--- src/pkg/ldc_pkg.sv ---
// ****************************************
// dimming control constants
// ****************************************
`default_nettype none
package ldc_pkg;

  // ****************************************
  // register map
  // ****************************************
  localparam logic [7:0] OFS_BRIGHTNESS = 8'h00;
  localparam logic [7:0] OFS_MODE = 8'h01;
  localparam logic [7:0] OFS_DC_LEVEL = 8'h07;
  localparam logic [7:0] RST_BRIGHTNESS = 8'hff;
  localparam logic [7:0] RST_MODE = 8'h01;
  localparam logic [7:0] RST_DC_LEVEL = 8'hff;

  // dimming mode codes held in the mode register
  localparam logic [7:0] MODE_PRODUCT = 8'h01;
  localparam logic [7:0] MODE_EXT_ONLY = 8'h03;
  localparam logic [7:0] MODE_LEVEL_ONLY = 8'h05;

  // bus slave address, value arbitrary
  localparam logic [6:0] DEV_ADDR = 7'h2c;

  // ****************************************
  // timing
  // ****************************************
  localparam int unsigned CLK_MHZ = 100;
  localparam int unsigned EN_LOW_TIME_US = 30000;    // 30 ms
  localparam int unsigned PWM_LOW_TIME_US = 30500;   // 30.5 ms
  localparam int unsigned EN_LOW_CYCLES = EN_LOW_TIME_US * CLK_MHZ;
  localparam int unsigned PWM_LOW_CYCLES = PWM_LOW_TIME_US * CLK_MHZ;

  // ****************************************
  // widths and counts
  // ****************************************
  localparam int unsigned TMR_W = 22;
  localparam int unsigned CH_COUNT = 6;
  localparam logic [7:0] PERIOD_LAST = 8'hfe;   // 255 slots per period
  localparam logic [7:0] DUTY_FULL = 8'hff;
  localparam logic [3:0] DIV_STEPS = 4'h8;

  // upper eight bits of an 8x8 product
  function automatic logic [7:0] mult_msb(input logic [7:0] a, input logic [7:0] b);
    logic [15:0] p;
    p = a * b;
    return p[15:8];
  endfunction

  // counter step that sticks at all ones
  function automatic logic [TMR_W-1:0] sat_inc(input logic [TMR_W-1:0] v);
    return (&v) ? v : TMR_W'(v + 1'b1);
  endfunction

endpackage
`default_nettype wire

--- src/rtl/ldc_dimming_top.sv ---
`timescale 1ns/1ps
`default_nettype none
module ldc_dimming_top #(
  parameter int unsigned EN_LOW_CYCLES = ldc_pkg::EN_LOW_CYCLES,
  parameter int unsigned PWM_LOW_CYCLES = ldc_pkg::PWM_LOW_CYCLES
) (
  input wire logic clock,
  input wire logic rst,
  input wire logic enable_pin,
  input wire logic pwm_in,
  input wire logic dimming_freq_set_pin,
  input wire logic [7:0] freq_sel,
  input wire logic scl_in,
  input wire logic sda_in,
  output logic sda_out,
  output logic sda_oe,
  output logic [ldc_pkg::CH_COUNT-1:0] led_channel_pins,
  output logic [7:0] dc_level_out,
  output logic shutdown
);
  import ldc_pkg::*;

  // ****************************************
  // declarations
  // ****************************************
  logic [7:0] pwm_brightness_level;
  logic [7:0] dimming_mode_select;
  logic [7:0] dc_current_level;
  logic wr_stb;
  logic [7:0] reg_addr;
  logic [7:0] wr_data;
  logic [7:0] rd_data;
  logic strap_done;
  logic direct_mode;
  logic en_shut;
  logic pwm_shut;
  logic [TMR_W-1:0] en_low_cnt;
  logic [TMR_W-1:0] pwm_low_cnt;
  logic pwm_q;
  logic [TMR_W-1:0] period_cnt;
  logic [TMR_W-1:0] high_cnt;
  logic [TMR_W-1:0] div_den;
  logic [TMR_W:0] div_rem;
  logic [7:0] div_quo;
  logic [3:0] div_step;
  logic [7:0] meas_duty;
  logic [7:0] pre_cnt;
  logic [7:0] slot_cnt;
  logic [7:0] duty_latched;

  // ****************************************
  // register bus
  // ****************************************
  ldc_i2c_slave u_bus (
    .clock(clock),
    .rst(rst),
    .scl_in(scl_in),
    .sda_in(sda_in),
    .sda_out(sda_out),
    .sda_oe(sda_oe),
    .wr_stb(wr_stb),
    .reg_addr(reg_addr),
    .wr_data(wr_data),
    .rd_data(rd_data)
  );

  // read mux, unmapped offsets read as zero
  assign rd_data = (reg_addr == OFS_BRIGHTNESS) ? pwm_brightness_level :
                   (reg_addr == OFS_MODE) ? dimming_mode_select :
                   (reg_addr == OFS_DC_LEVEL) ? dc_current_level : 8'h00;
  wire wr_level = wr_stb && (reg_addr == OFS_BRIGHTNESS);
  wire wr_mode = wr_stb && (reg_addr == OFS_MODE);
  wire wr_dc = wr_stb && (reg_addr == OFS_DC_LEVEL);

  // registers return to defaults while the enable-low shutdown (en_shut) holds; an input-low shutdown keeps them
  always_ff @(posedge clock or posedge rst) begin
    if (rst) begin
      pwm_brightness_level <= RST_BRIGHTNESS;
      dimming_mode_select <= RST_MODE;
      dc_current_level <= RST_DC_LEVEL;
    end else if (en_shut) begin
      pwm_brightness_level <= RST_BRIGHTNESS;
      dimming_mode_select <= RST_MODE;
      dc_current_level <= RST_DC_LEVEL;
    end else begin
      if (wr_level) begin
        pwm_brightness_level <= wr_data;
      end
      if (wr_mode) begin
        dimming_mode_select <= wr_data;
      end
      if (wr_dc) begin
        dc_current_level <= wr_data;
      end
    end
  end

  // ****************************************
  // direct mode strap
  // ****************************************
  // sampled once, on the first edge after reset release
  always_ff @(posedge clock or posedge rst) begin
    if (rst) begin
      strap_done <= 1'b0;
      direct_mode <= 1'b0;
    end else if (!strap_done) begin
      strap_done <= 1'b1;
      direct_mode <= dimming_freq_set_pin & ~scl_in & ~sda_in;
    end
  end

  // ****************************************
  // shutdown timers
  // ****************************************
  wire en_expired = (en_low_cnt >= TMR_W'(EN_LOW_CYCLES));
  wire pwm_expired = (pwm_low_cnt >= TMR_W'(PWM_LOW_CYCLES));

  // strictly longer than the limit: the flag rises one cycle past it
  always_ff @(posedge clock or posedge rst) begin
    if (rst) begin
      en_low_cnt <= '0;
      pwm_low_cnt <= '0;
      en_shut <= 1'b0;
      pwm_shut <= 1'b0;
    end else begin
      en_low_cnt <= enable_pin ? '0 : sat_inc(en_low_cnt);
      en_shut <= !enable_pin && en_expired;
      pwm_low_cnt <= pwm_q ? '0 : sat_inc(pwm_low_cnt);
      pwm_shut <= !pwm_q && pwm_expired;
    end
  end

  // ****************************************
  // input duty measurement
  // ****************************************
  wire pwm_rise = pwm_in & ~pwm_q;
  wire div_busy = (div_step != 4'h0);
  wire [TMR_W:0] rem_shift = {div_rem[TMR_W-1:0], 1'b0};
  wire rem_ge = (rem_shift >= {1'b0, div_den});

  // each rising edge closes a period; duty = high*256/period in 8 steps
  always_ff @(posedge clock or posedge rst) begin
    if (rst) begin
      pwm_q <= 1'b0;
      period_cnt <= '0;
      high_cnt <= '0;
      div_den <= '0;
      div_rem <= '0;
      div_quo <= 8'h00;
      div_step <= 4'h0;
    end else begin
      pwm_q <= pwm_in;
      if (pwm_rise) begin
        period_cnt <= TMR_W'(1);
        high_cnt <= TMR_W'(1);
        if (!div_busy && period_cnt != '0) begin
          div_den <= period_cnt;
          div_rem <= {1'b0, high_cnt};
          div_quo <= 8'h00;
          div_step <= DIV_STEPS;
        end
      end else begin
        period_cnt <= sat_inc(period_cnt);
        high_cnt <= pwm_in ? sat_inc(high_cnt) : high_cnt;
      end
      if (div_busy) begin
        div_rem <= rem_ge ? (rem_shift - {1'b0, div_den}) : rem_shift;
        div_quo <= {div_quo[6:0], rem_ge};
        div_step <= div_step - 4'h1;
      end
    end
  end

  // a fully high period overflows the quotient, clamp to full scale
  always_ff @(posedge clock or posedge rst) begin
    if (rst) begin
      meas_duty <= DUTY_FULL;
    end else if (div_step == 4'h1) begin
      meas_duty <= (div_rem[TMR_W-1:0] == div_den) ? DUTY_FULL : {div_quo[6:0], rem_ge};
    end
  end

  // ****************************************
  // duty selection
  // ****************************************
  wire mode_level_only = (dimming_mode_select == MODE_LEVEL_ONLY);
  wire mode_ext_only = (dimming_mode_select == MODE_EXT_ONLY);
  wire [7:0] product_duty = mult_msb(meas_duty, pwm_brightness_level);
  // unknown mode codes fall back to product dimming
  wire [7:0] next_duty = mode_level_only ? pwm_brightness_level :
                         mode_ext_only ? meas_duty :
                         product_duty;
  wire uses_level = !mode_ext_only && !direct_mode;

  // ****************************************
  // internal dimming pwm
  // ****************************************
  wire slot_tick = (pre_cnt >= freq_sel);
  wire period_end = slot_tick && (slot_cnt >= PERIOD_LAST);

  // 255 slots per period so a code of 255 stays high all period
  always_ff @(posedge clock or posedge rst) begin
    if (rst) begin
      pre_cnt <= 8'h00;
      slot_cnt <= 8'h00;
      duty_latched <= DUTY_FULL;
    end else begin
      pre_cnt <= slot_tick ? 8'h00 : pre_cnt + 8'h01;
      if (period_end) begin
        slot_cnt <= 8'h00;
        duty_latched <= next_duty;   // new duty only at a period edge
      end else if (slot_tick) begin
        slot_cnt <= slot_cnt + 8'h01;
      end
    end
  end

  wire int_pwm = (slot_cnt < duty_latched);
  wire chop = direct_mode ? pwm_q : int_pwm;
  wire ch_allowed = !shutdown &&
                    (dc_current_level != 8'h00) &&
                    !(uses_level && pwm_brightness_level == 8'h00);

  // ****************************************
  // channel outputs
  // ****************************************
  always_ff @(posedge clock or posedge rst) begin
    if (rst) begin
      led_channel_pins <= '0;
      dc_level_out <= RST_DC_LEVEL;
      shutdown <= 1'b0;
    end else begin
      shutdown <= en_shut || pwm_shut;
      led_channel_pins <= {CH_COUNT{chop && ch_allowed}};
      dc_level_out <= dc_current_level;
    end
  end
endmodule
`default_nettype wire

--- src/rtl/ldc_i2c_slave.sv ---
`timescale 1ns/1ps
`default_nettype none
module ldc_i2c_slave (
  input wire logic clock,
  input wire logic rst,
  input wire logic scl_in,
  input wire logic sda_in,
  output logic sda_out,
  output logic sda_oe,
  output logic wr_stb,
  output logic [7:0] reg_addr,
  output logic [7:0] wr_data,
  input wire logic [7:0] rd_data
);
  import ldc_pkg::*;

  typedef enum logic [8:0] {
    S_IDLE = 9'h001,
    S_ADDR = 9'h002,
    S_ACK_A = 9'h004,
    S_REG = 9'h008,
    S_ACK_R = 9'h010,
    S_WDATA = 9'h020,
    S_ACK_W = 9'h040,
    S_RDATA = 9'h080,
    S_MACK = 9'h100
  } ldc_i2c_st_t;

  ldc_i2c_st_t st;
  logic scl_q;
  logic sda_q;
  logic [2:0] cnt;
  logic byte_done;
  logic rw;
  logic [7:0] sh;

  // ****************************************
  // line events
  // ****************************************
  // start and stop are only legal while the clock line stays high
  wire start_cond = scl_in & scl_q & sda_q & ~sda_in;
  wire stop_cond = scl_in & scl_q & ~sda_q & sda_in;
  wire scl_rise = scl_in & ~scl_q;
  wire scl_fall = ~scl_in & scl_q;
  wire addr_hit = (sh[7:1] == DEV_ADDR);
  wire rx_state = (st == S_ADDR) || (st == S_REG) || (st == S_WDATA);

  // ****************************************
  // bit engine: sample on rise, drive on fall
  // ****************************************
  always_ff @(posedge clock or posedge rst) begin
    if (rst) begin
      st <= S_IDLE;
      scl_q <= 1'b1;
      sda_q <= 1'b1;
      cnt <= 3'h0;
      byte_done <= 1'b0;
      rw <= 1'b0;
      sh <= 8'h00;
      sda_out <= 1'b0;
      sda_oe <= 1'b0;
      wr_stb <= 1'b0;
      reg_addr <= 8'h00;
      wr_data <= 8'h00;
    end else begin
      scl_q <= scl_in;
      sda_q <= sda_in;
      sda_out <= 1'b0;   // open drain: only ever pulls low
      wr_stb <= 1'b0;
      if (start_cond) begin
        st <= S_ADDR;
        cnt <= 3'h0;
        byte_done <= 1'b0;
        sda_oe <= 1'b0;
      end else if (stop_cond) begin
        st <= S_IDLE;
        sda_oe <= 1'b0;
      end else if (scl_rise) begin
        if (rx_state || st == S_RDATA) begin
          if (rx_state) begin
            sh <= {sh[6:0], sda_in};
          end
          cnt <= cnt + 3'h1;
          byte_done <= (cnt == 3'h7);
        end else if (st == S_MACK) begin
          if (sda_in) begin
            st <= S_IDLE;   // master nack ends the read
          end else begin
            reg_addr <= reg_addr + 8'h01;
          end
        end
      end else if (scl_fall) begin
        case (st)
          S_ADDR: begin
            if (byte_done) begin
              byte_done <= 1'b0;
              if (addr_hit) begin
                rw <= sh[0];
                sda_oe <= 1'b1;
                st <= S_ACK_A;
              end else begin
                st <= S_IDLE;
              end
            end
          end
          S_REG: begin
            if (byte_done) begin
              byte_done <= 1'b0;
              reg_addr <= sh;
              sda_oe <= 1'b1;
              st <= S_ACK_R;
            end
          end
          S_WDATA: begin
            if (byte_done) begin
              byte_done <= 1'b0;
              wr_data <= sh;
              wr_stb <= 1'b1;
              sda_oe <= 1'b1;
              st <= S_ACK_W;
            end
          end
          S_ACK_A: begin
            cnt <= 3'h0;
            if (rw) begin
              sh <= rd_data;
              sda_oe <= ~rd_data[7];
              st <= S_RDATA;
            end else begin
              sda_oe <= 1'b0;
              st <= S_REG;
            end
          end
          S_ACK_R: begin
            cnt <= 3'h0;
            sda_oe <= 1'b0;
            st <= S_WDATA;
          end
          S_ACK_W: begin
            cnt <= 3'h0;
            sda_oe <= 1'b0;
            reg_addr <= reg_addr + 8'h01;   // burst writes walk upward
            st <= S_WDATA;
          end
          S_RDATA: begin
            if (byte_done) begin
              byte_done <= 1'b0;
              sda_oe <= 1'b0;
              st <= S_MACK;
            end else begin
              sh <= {sh[6:0], 1'b0};
              sda_oe <= ~sh[6];
            end
          end
          S_MACK: begin
            cnt <= 3'h0;
            sh <= rd_data;
            sda_oe <= ~rd_data[7];
            st <= S_RDATA;
          end
          default: begin
            st <= S_IDLE;
          end
        endcase
      end
    end
  end
endmodule
`default_nettype wire

--- config.mk ---
export PLATFORM = sky130hd
export DESIGN_NAME = ldc_dimming_top
export DESIGN_NICKNAME = d
export VERILOG_FILES = /design/src/pkg/ldc_pkg.sv /design/src/rtl/ldc_dimming_top.sv /design/src/rtl/ldc_i2c_slave.sv
export SDC_FILE = /design/constraint.sdc
export NUM_CORES = 1
export LEC_CHECK = 0
export ABC_AREA = 1
export BUFFER_PORTS_ARGS = -buffer_cell sky130_fd_sc_hd__buf_2
export CAP_MARGIN = 5
export CORE_MARGIN = 1.5
export CORE_UTILIZATION = 29
export DETAILED_ROUTE_END_ITERATION = 8
export GPL_ROUTABILITY_DRIVEN = 0
export PLACE_DENSITY_LB_ADDON = 0.08
export SLEW_MARGIN = 25
export SYNTH_ARGS = -nofsm -noshare
export SYNTH_HDL_FRONTEND = slang
export SYNTH_SLANG_ARGS = --single-unit
export TNS_END_PERCENT = 100
--- constraint.sdc ---
create_clock -name clock -period 9.22 [get_ports clock]
set_clock_uncertainty 0.15 [all_clocks]
set_input_delay 1.383 -clock clock [delete_from_list [all_inputs] [get_ports clock]]
set_output_delay 1.383 -clock clock [all_outputs]
set_load 0.01 [all_outputs]
* Yosys cells after proc, flatten, opt, wreduce, memory -nomap -nowiden
Index checks and enable logic that the tools add are counted.
** Word-level totals
- Word-level logic and storage cells :: 266
- Input bits :: 15
- Output and inout port bits :: 17
- Bits in registers :: 256
** Operators by class
- Equality and inequality tests :: 41
- $lt $le $gt $ge :: 6
- Reduce and logical (&&, ||, !) cells :: 63
- Bitwise logic cells :: 20
- $mul :: 1
- Muxes and demuxes :: 91
- Add/sub/neg operators :: 10
** Operator list (number)
- two-way mux 22 bit :: 13
- two-way mux 8 bit :: 28
- two-way mux 9 bit :: 11
- adder 22 x 1 -> 22 bit, second input constant :: 4
- AND reduction 22 bit :: 4
- case mux 9 bit (7 select lines) :: 1
- greater-or-equal comparator 22 bit, second input constant :: 2
- adder 8 x 1 -> 8 bit, second input constant :: 3
- case mux 8 bit (3 select lines) :: 1
- AND reduction 8 bit :: 3
- greater-or-equal comparator 23 x 22 -> 1 bit :: 1
- == test 22 bit :: 1
- two-way mux 1 bit :: 22
- nonzero test 22 bit :: 1
- subtractor 22 bit :: 1
- two-way mux 3 bit :: 7
- two-way mux 7 bit :: 3
- != test 5 x 1 -> 1 bit, second input constant :: 4
- != test 2 bit, second input constant :: 9
- == test 8 x 3 -> 1 bit, second input constant :: 2
- logical NOT 8 bit :: 2
- multiplier 8 x 8 -> 16 bit :: 1
- case mux 8 bit (2 select lines) :: 1
- nonzero test 2 bit :: 8
- other kinds (40) :: 99

* Depth between registers and ports, before layout
- Word-level depth :: 11
- Depth in mapped cells :: 24
- Mapped depth without buffers :: 23

* Cells and area by module
A second synthesis with hierarchy kept.
** Second synthesis, totals
- Cells, all modules :: 2553
- Area total of the unflattened synthesis :: 18540.3 µm²
** By module, submodules not included
- ldc_dimming_top :: sequential area each 5406.4 µm², area an instance 15605.0 µm², cells an instance 2168, instances 1
- ldc_i2c_slave :: sequential area each 1054.8 µm², area an instance 2935.3 µm², cells an instance 385, instances 1

* Worst setup path before layout
Ideal clock, no wire load.
- Path kind :: register to register
- From :: register pwm_brightness_level[6]
- To :: register duty_latched[7]
- Cell stages (with the launch flop) :: 20
- Clock period less this slack :: 4.423 ns
- Required time :: 8.997 ns
- Slack :: 4.797 ns
- Arrival time :: 4.200 ns
- Path buffers :: 1
- Setup time :: 0.073 ns
- Cell sequence :: dfstp_2 clkbuf_1 nand2_1 inv_1 fa_1 fa_1 fa_1 inv_1 fa_1 inv_1 ha_1 a21oi_1 nor2_1 nor2_1 nor2_1 nor2_1 nand3b_1 nand3_1 nand2_1 a21oi_1
** On the way
- Cells in the longest elaborated chain, start to end :: 3
** Ends and longest elaborated chain
- from (decl) :: RTL line ldc_dimming_top.sv:26 : logic [7:0] pwm_brightness_level;
- from (signal assigned) :: RTL line ldc_dimming_top.sv:87 : pwm_brightness_level <= wr_data;
- multiplier 8 x 8 -> 16 bit :: RTL line ldc_pkg.sv:46 : p = a * b;
- two-way mux 8 bit :: RTL line ldc_dimming_top.sv:191 : mode_ext_only ? meas_duty :
- two-way mux 8 bit :: RTL line ldc_dimming_top.sv:190 : wire [7:0] next_duty = mode_level_only ? pwm_brightness_level :
- to (signal assigned) :: RTL line ldc_dimming_top.sv:211 : duty_latched <= next_duty;
- to (decl) :: RTL line ldc_dimming_top.sv:49 : logic [7:0] duty_latched;
Every way passes these cells.
A chain may end at the register's enable or synchronous reset.

* Final worst setup path
- From :: register pwm_brightness_level[7]
- To :: register duty_latched[7]
** On the way
- Cells in the longest elaborated chain, start to end :: 3
** Ends and longest elaborated chain (RTL line)
- multiplier 8 x 8 -> 16 bit :: ldc_pkg.sv:46
- two-way mux 8 bit :: ldc_dimming_top.sv:191
- two-way mux 8 bit (*) :: ldc_dimming_top.sv:190
Every way passes the cells marked *; elsewhere a longest branch is shown, timed or not.

==> results.toml <==
[placed_design]
pre_cts_ws_ns = 4.567
dp_hpwl_mm = 38.85
port_buffers = 30
placed_area_um2 = 19000

[yosys]
syn-num-nets = 2652
synth_warnings = 0
synth_edf_count = 0
synth_most_common_cell = "nand2_1"
synth.area.mux_share_pct = 0
syn_area_per_cell_um2 = 7.199
synth_compound_area_share_pct = 11.25
syn_inst = 2511
synth_top_area_share_pct = 29.35
synth-xor-area-share_pct = 2.277
synth.distinct_cells = 54
ys_seq_area_share_pct = 35.74
synth.top_cells.by_count = "nand2_1, inv_1, dfrtp_1"
async_reset_ff_share_pct = 100.0
ys.flop_type = "dfrtp_1"
yosys-top-cells-area = "dfrtp_1, nand2_1, inv_1"
yosys.area_share.simple_pct = 29.84
syn_area_um2 = 18080
ys_ff_latch = 256
synth_top_area_cell = "dfrtp_1"
synth_fa_ha_area_share_pct = 10.22
synth_top_family_by_area = "simple AND/OR/NAND/NOR gates"

[clock_tree]
clock-root-buffer = "clkbuf_16"
numCtsBuffers = 36
cts_tree = "done"
post_cts_buffers = 0
cts_hold_buf = 0
clockBufferDepth = 3
ctsResizeCount = 0
cts_num_sinks = 256
clock_latency_ns = 0.55
clk_pin_slew_ns = 0.06
htree_levels = 2

[detailed_routing]
routed-via-count = 15850
viasPerCell = 4.692
drt_iter0_drc = 826
drcViolationCount = 0
dr.pass1.iters = 5
drtAntennaViolNets = 0
wl_per_cell_um = 15.16
totalWireLength_mm = 51.24

[sta]
rsz0062_at_grt = "no"
finalSetupViolCount = 0
slew_violations = 0
fin_ws_ns = 4.595
period_minus_slack_ns = 4.625
worst_slew_pin_slew_ns = 0.9766
fin_crit_sh_pct = 50.16
max_slew_margin_pct = 34.89
fin_tns_setup_ns = 0
max_freq_mhz = 216.2
finalHoldViolCount = 0

[final_layout]
num_antenna_cells = 0
nets = 2656
final_cell_area_um2 = 20250
nFillCells = 6749
layout-drive-gt1-share_pct = 7.828
area_delta_synth_final_pct = 12.01

[grt]
grt_max_degree = 152
grt_pass1_wl_mm = 84.86
grt.total_usage_pct = 16.46
grt_pass1_vias = 15720
antenna_found_initial = 0
gr-total-overflow = 0

[floorplanning]
fp.dieH_um = 252.7
ios = 32
rows = 91
initial_core_util_pct = 29.29
dieArea_um2 = 63840
core_um2 = 61710
fp.dieW_um = 252.7

[critical_path]
r2r_slack_ns = 4.60
crit_fanout = 11
cp.required_ns = 9.55
start_kind = "flip-flop"
worst_setup_path_end_kind = "flip-flop"
critPathArrivalTime_ns = 4.96
crit_type = "reg -> reg"

[worst_hold_path]
hp-class = "reg -> reg"

[power]
peakVddDrop_mv = 0.2604
pwr_density_cell_nw_per_um2 = 337.7
power.leakage_nw = 9.830

[job]
drv_cap = 0

[outcome]
status = "completed"
[cells in the final DEF (no fill, tap or decap), drive strengths merged, types with 35 or more instances in the layout]
master,count
nand4,83
nor2,210
dfrtp,212
nor3,64
buf,35
a21oi,122
clkbuf,55
o21ai,172
nand2,662
fa,36
nand3,145
inv,415
ha,90
dfstp,44
[report_power, final]
group,internal (mW),switching [mW]
clock,0.898,0.547
sequential,1.38,0.250
combinational,1.38,2.39
[state kept, by name (all words and copies together), names as in the netlist, 7 cells and up]
signal,count
en_low_cnt,22
div_den,22
dc_level_out,8
dimming_mode_select,8
div_rem,22
duty_latched,8
u_bus.st,9
period_cnt,22
pre_cnt,8
slot_cnt,8
high_cnt,22
u_bus.sh,8
div_quo,7
dc_current_level,8
pwm_low_cnt,22
u_bus.wr_data,8
u_bus.reg_addr,8
meas_duty,8
pwm_brightness_level,8
[critical path, stage by stage, from the launching register on]
cell	delay, ns
dfstp_2	0.66
nand2_1	0.08
inv_1	0.08
fa_1	0.42
fa_1	0.53
fa_1	0.55
inv_1	0.05
fa_1	0.53
inv_1	0.04
ha_1	0.34
a21oi_1	0.32
nor2_1	0.07
nor2_1	0.18
nor2_1	0.06
nor2_1	0.12
nand3b_1	0.09
nand3_1	0.08
nand2_1	0.06
a21oi_1	0.13
[metal layers]
metal / up-vias / track usage [%] / wire (um)
met1: 7460 / 22.71 / 25130
met4: 0 / 4.568 / 1257
met2: 229 / 26.66 / 23170
met3: 66 / 2.430 / 1678
li1: 8099 / - / -
met5: - / 0 / 0
[kinds of logic after synthesis]
group,Yosys count
AND/OR/NAND/NOR,1224
buffers and inverters,488
AO/OA/AOI/OAI,368
flip-flops,256
adder cells (fa/ha/maj),126
XOR/XNOR,47
other,2
[worst paths after layout]
path,from,endpoint,cells past startpoint
max in group asynchronous,rst,u_bus.st[3],3
worst min register to register,dc_current_level[2],dc_level_out[2],0
min in group asynchronous,rst,pwm_low_cnt[10],2
worst min-delay path,dc_current_level[2],dc_level_out[2],0
worst max-delay path,pwm_brightness_level[7],duty_latched[7],18
worst max register to register,pwm_brightness_level[7],duty_latched[7],18
[cell type report]
class / count / area (um^2) / area share [%]
clock buffers: 55 / 1160 / 5.728
clock inverters: 10 / 92.59 / 0.4573
inverters: 419 / 1590 / 7.854
multi-input cells: 1767 / 9697 / 47.89
flip-flops and latches: 256 / 6461 / 31.91
well taps: 837 / 1047 / 5.172
repair buffers: 35 / 200.2 / 0.9887
[stage by stage]
stage                     hold slack, ns  util, %  total power [mW]  cells
after floorplan                   0.2104        -             4.491   2511
after global placement            0.2174    30.78             5.440   3314
after detailed placement          0.2176    30.78             5.432   3314
after CTS                         0.2260    32.81             6.953   3379
after global routing              0.2344    32.81             7.580   3379
final                             0.2269    32.81             6.839   3379
Note: power is estimated with default switching activity, not from simulation.
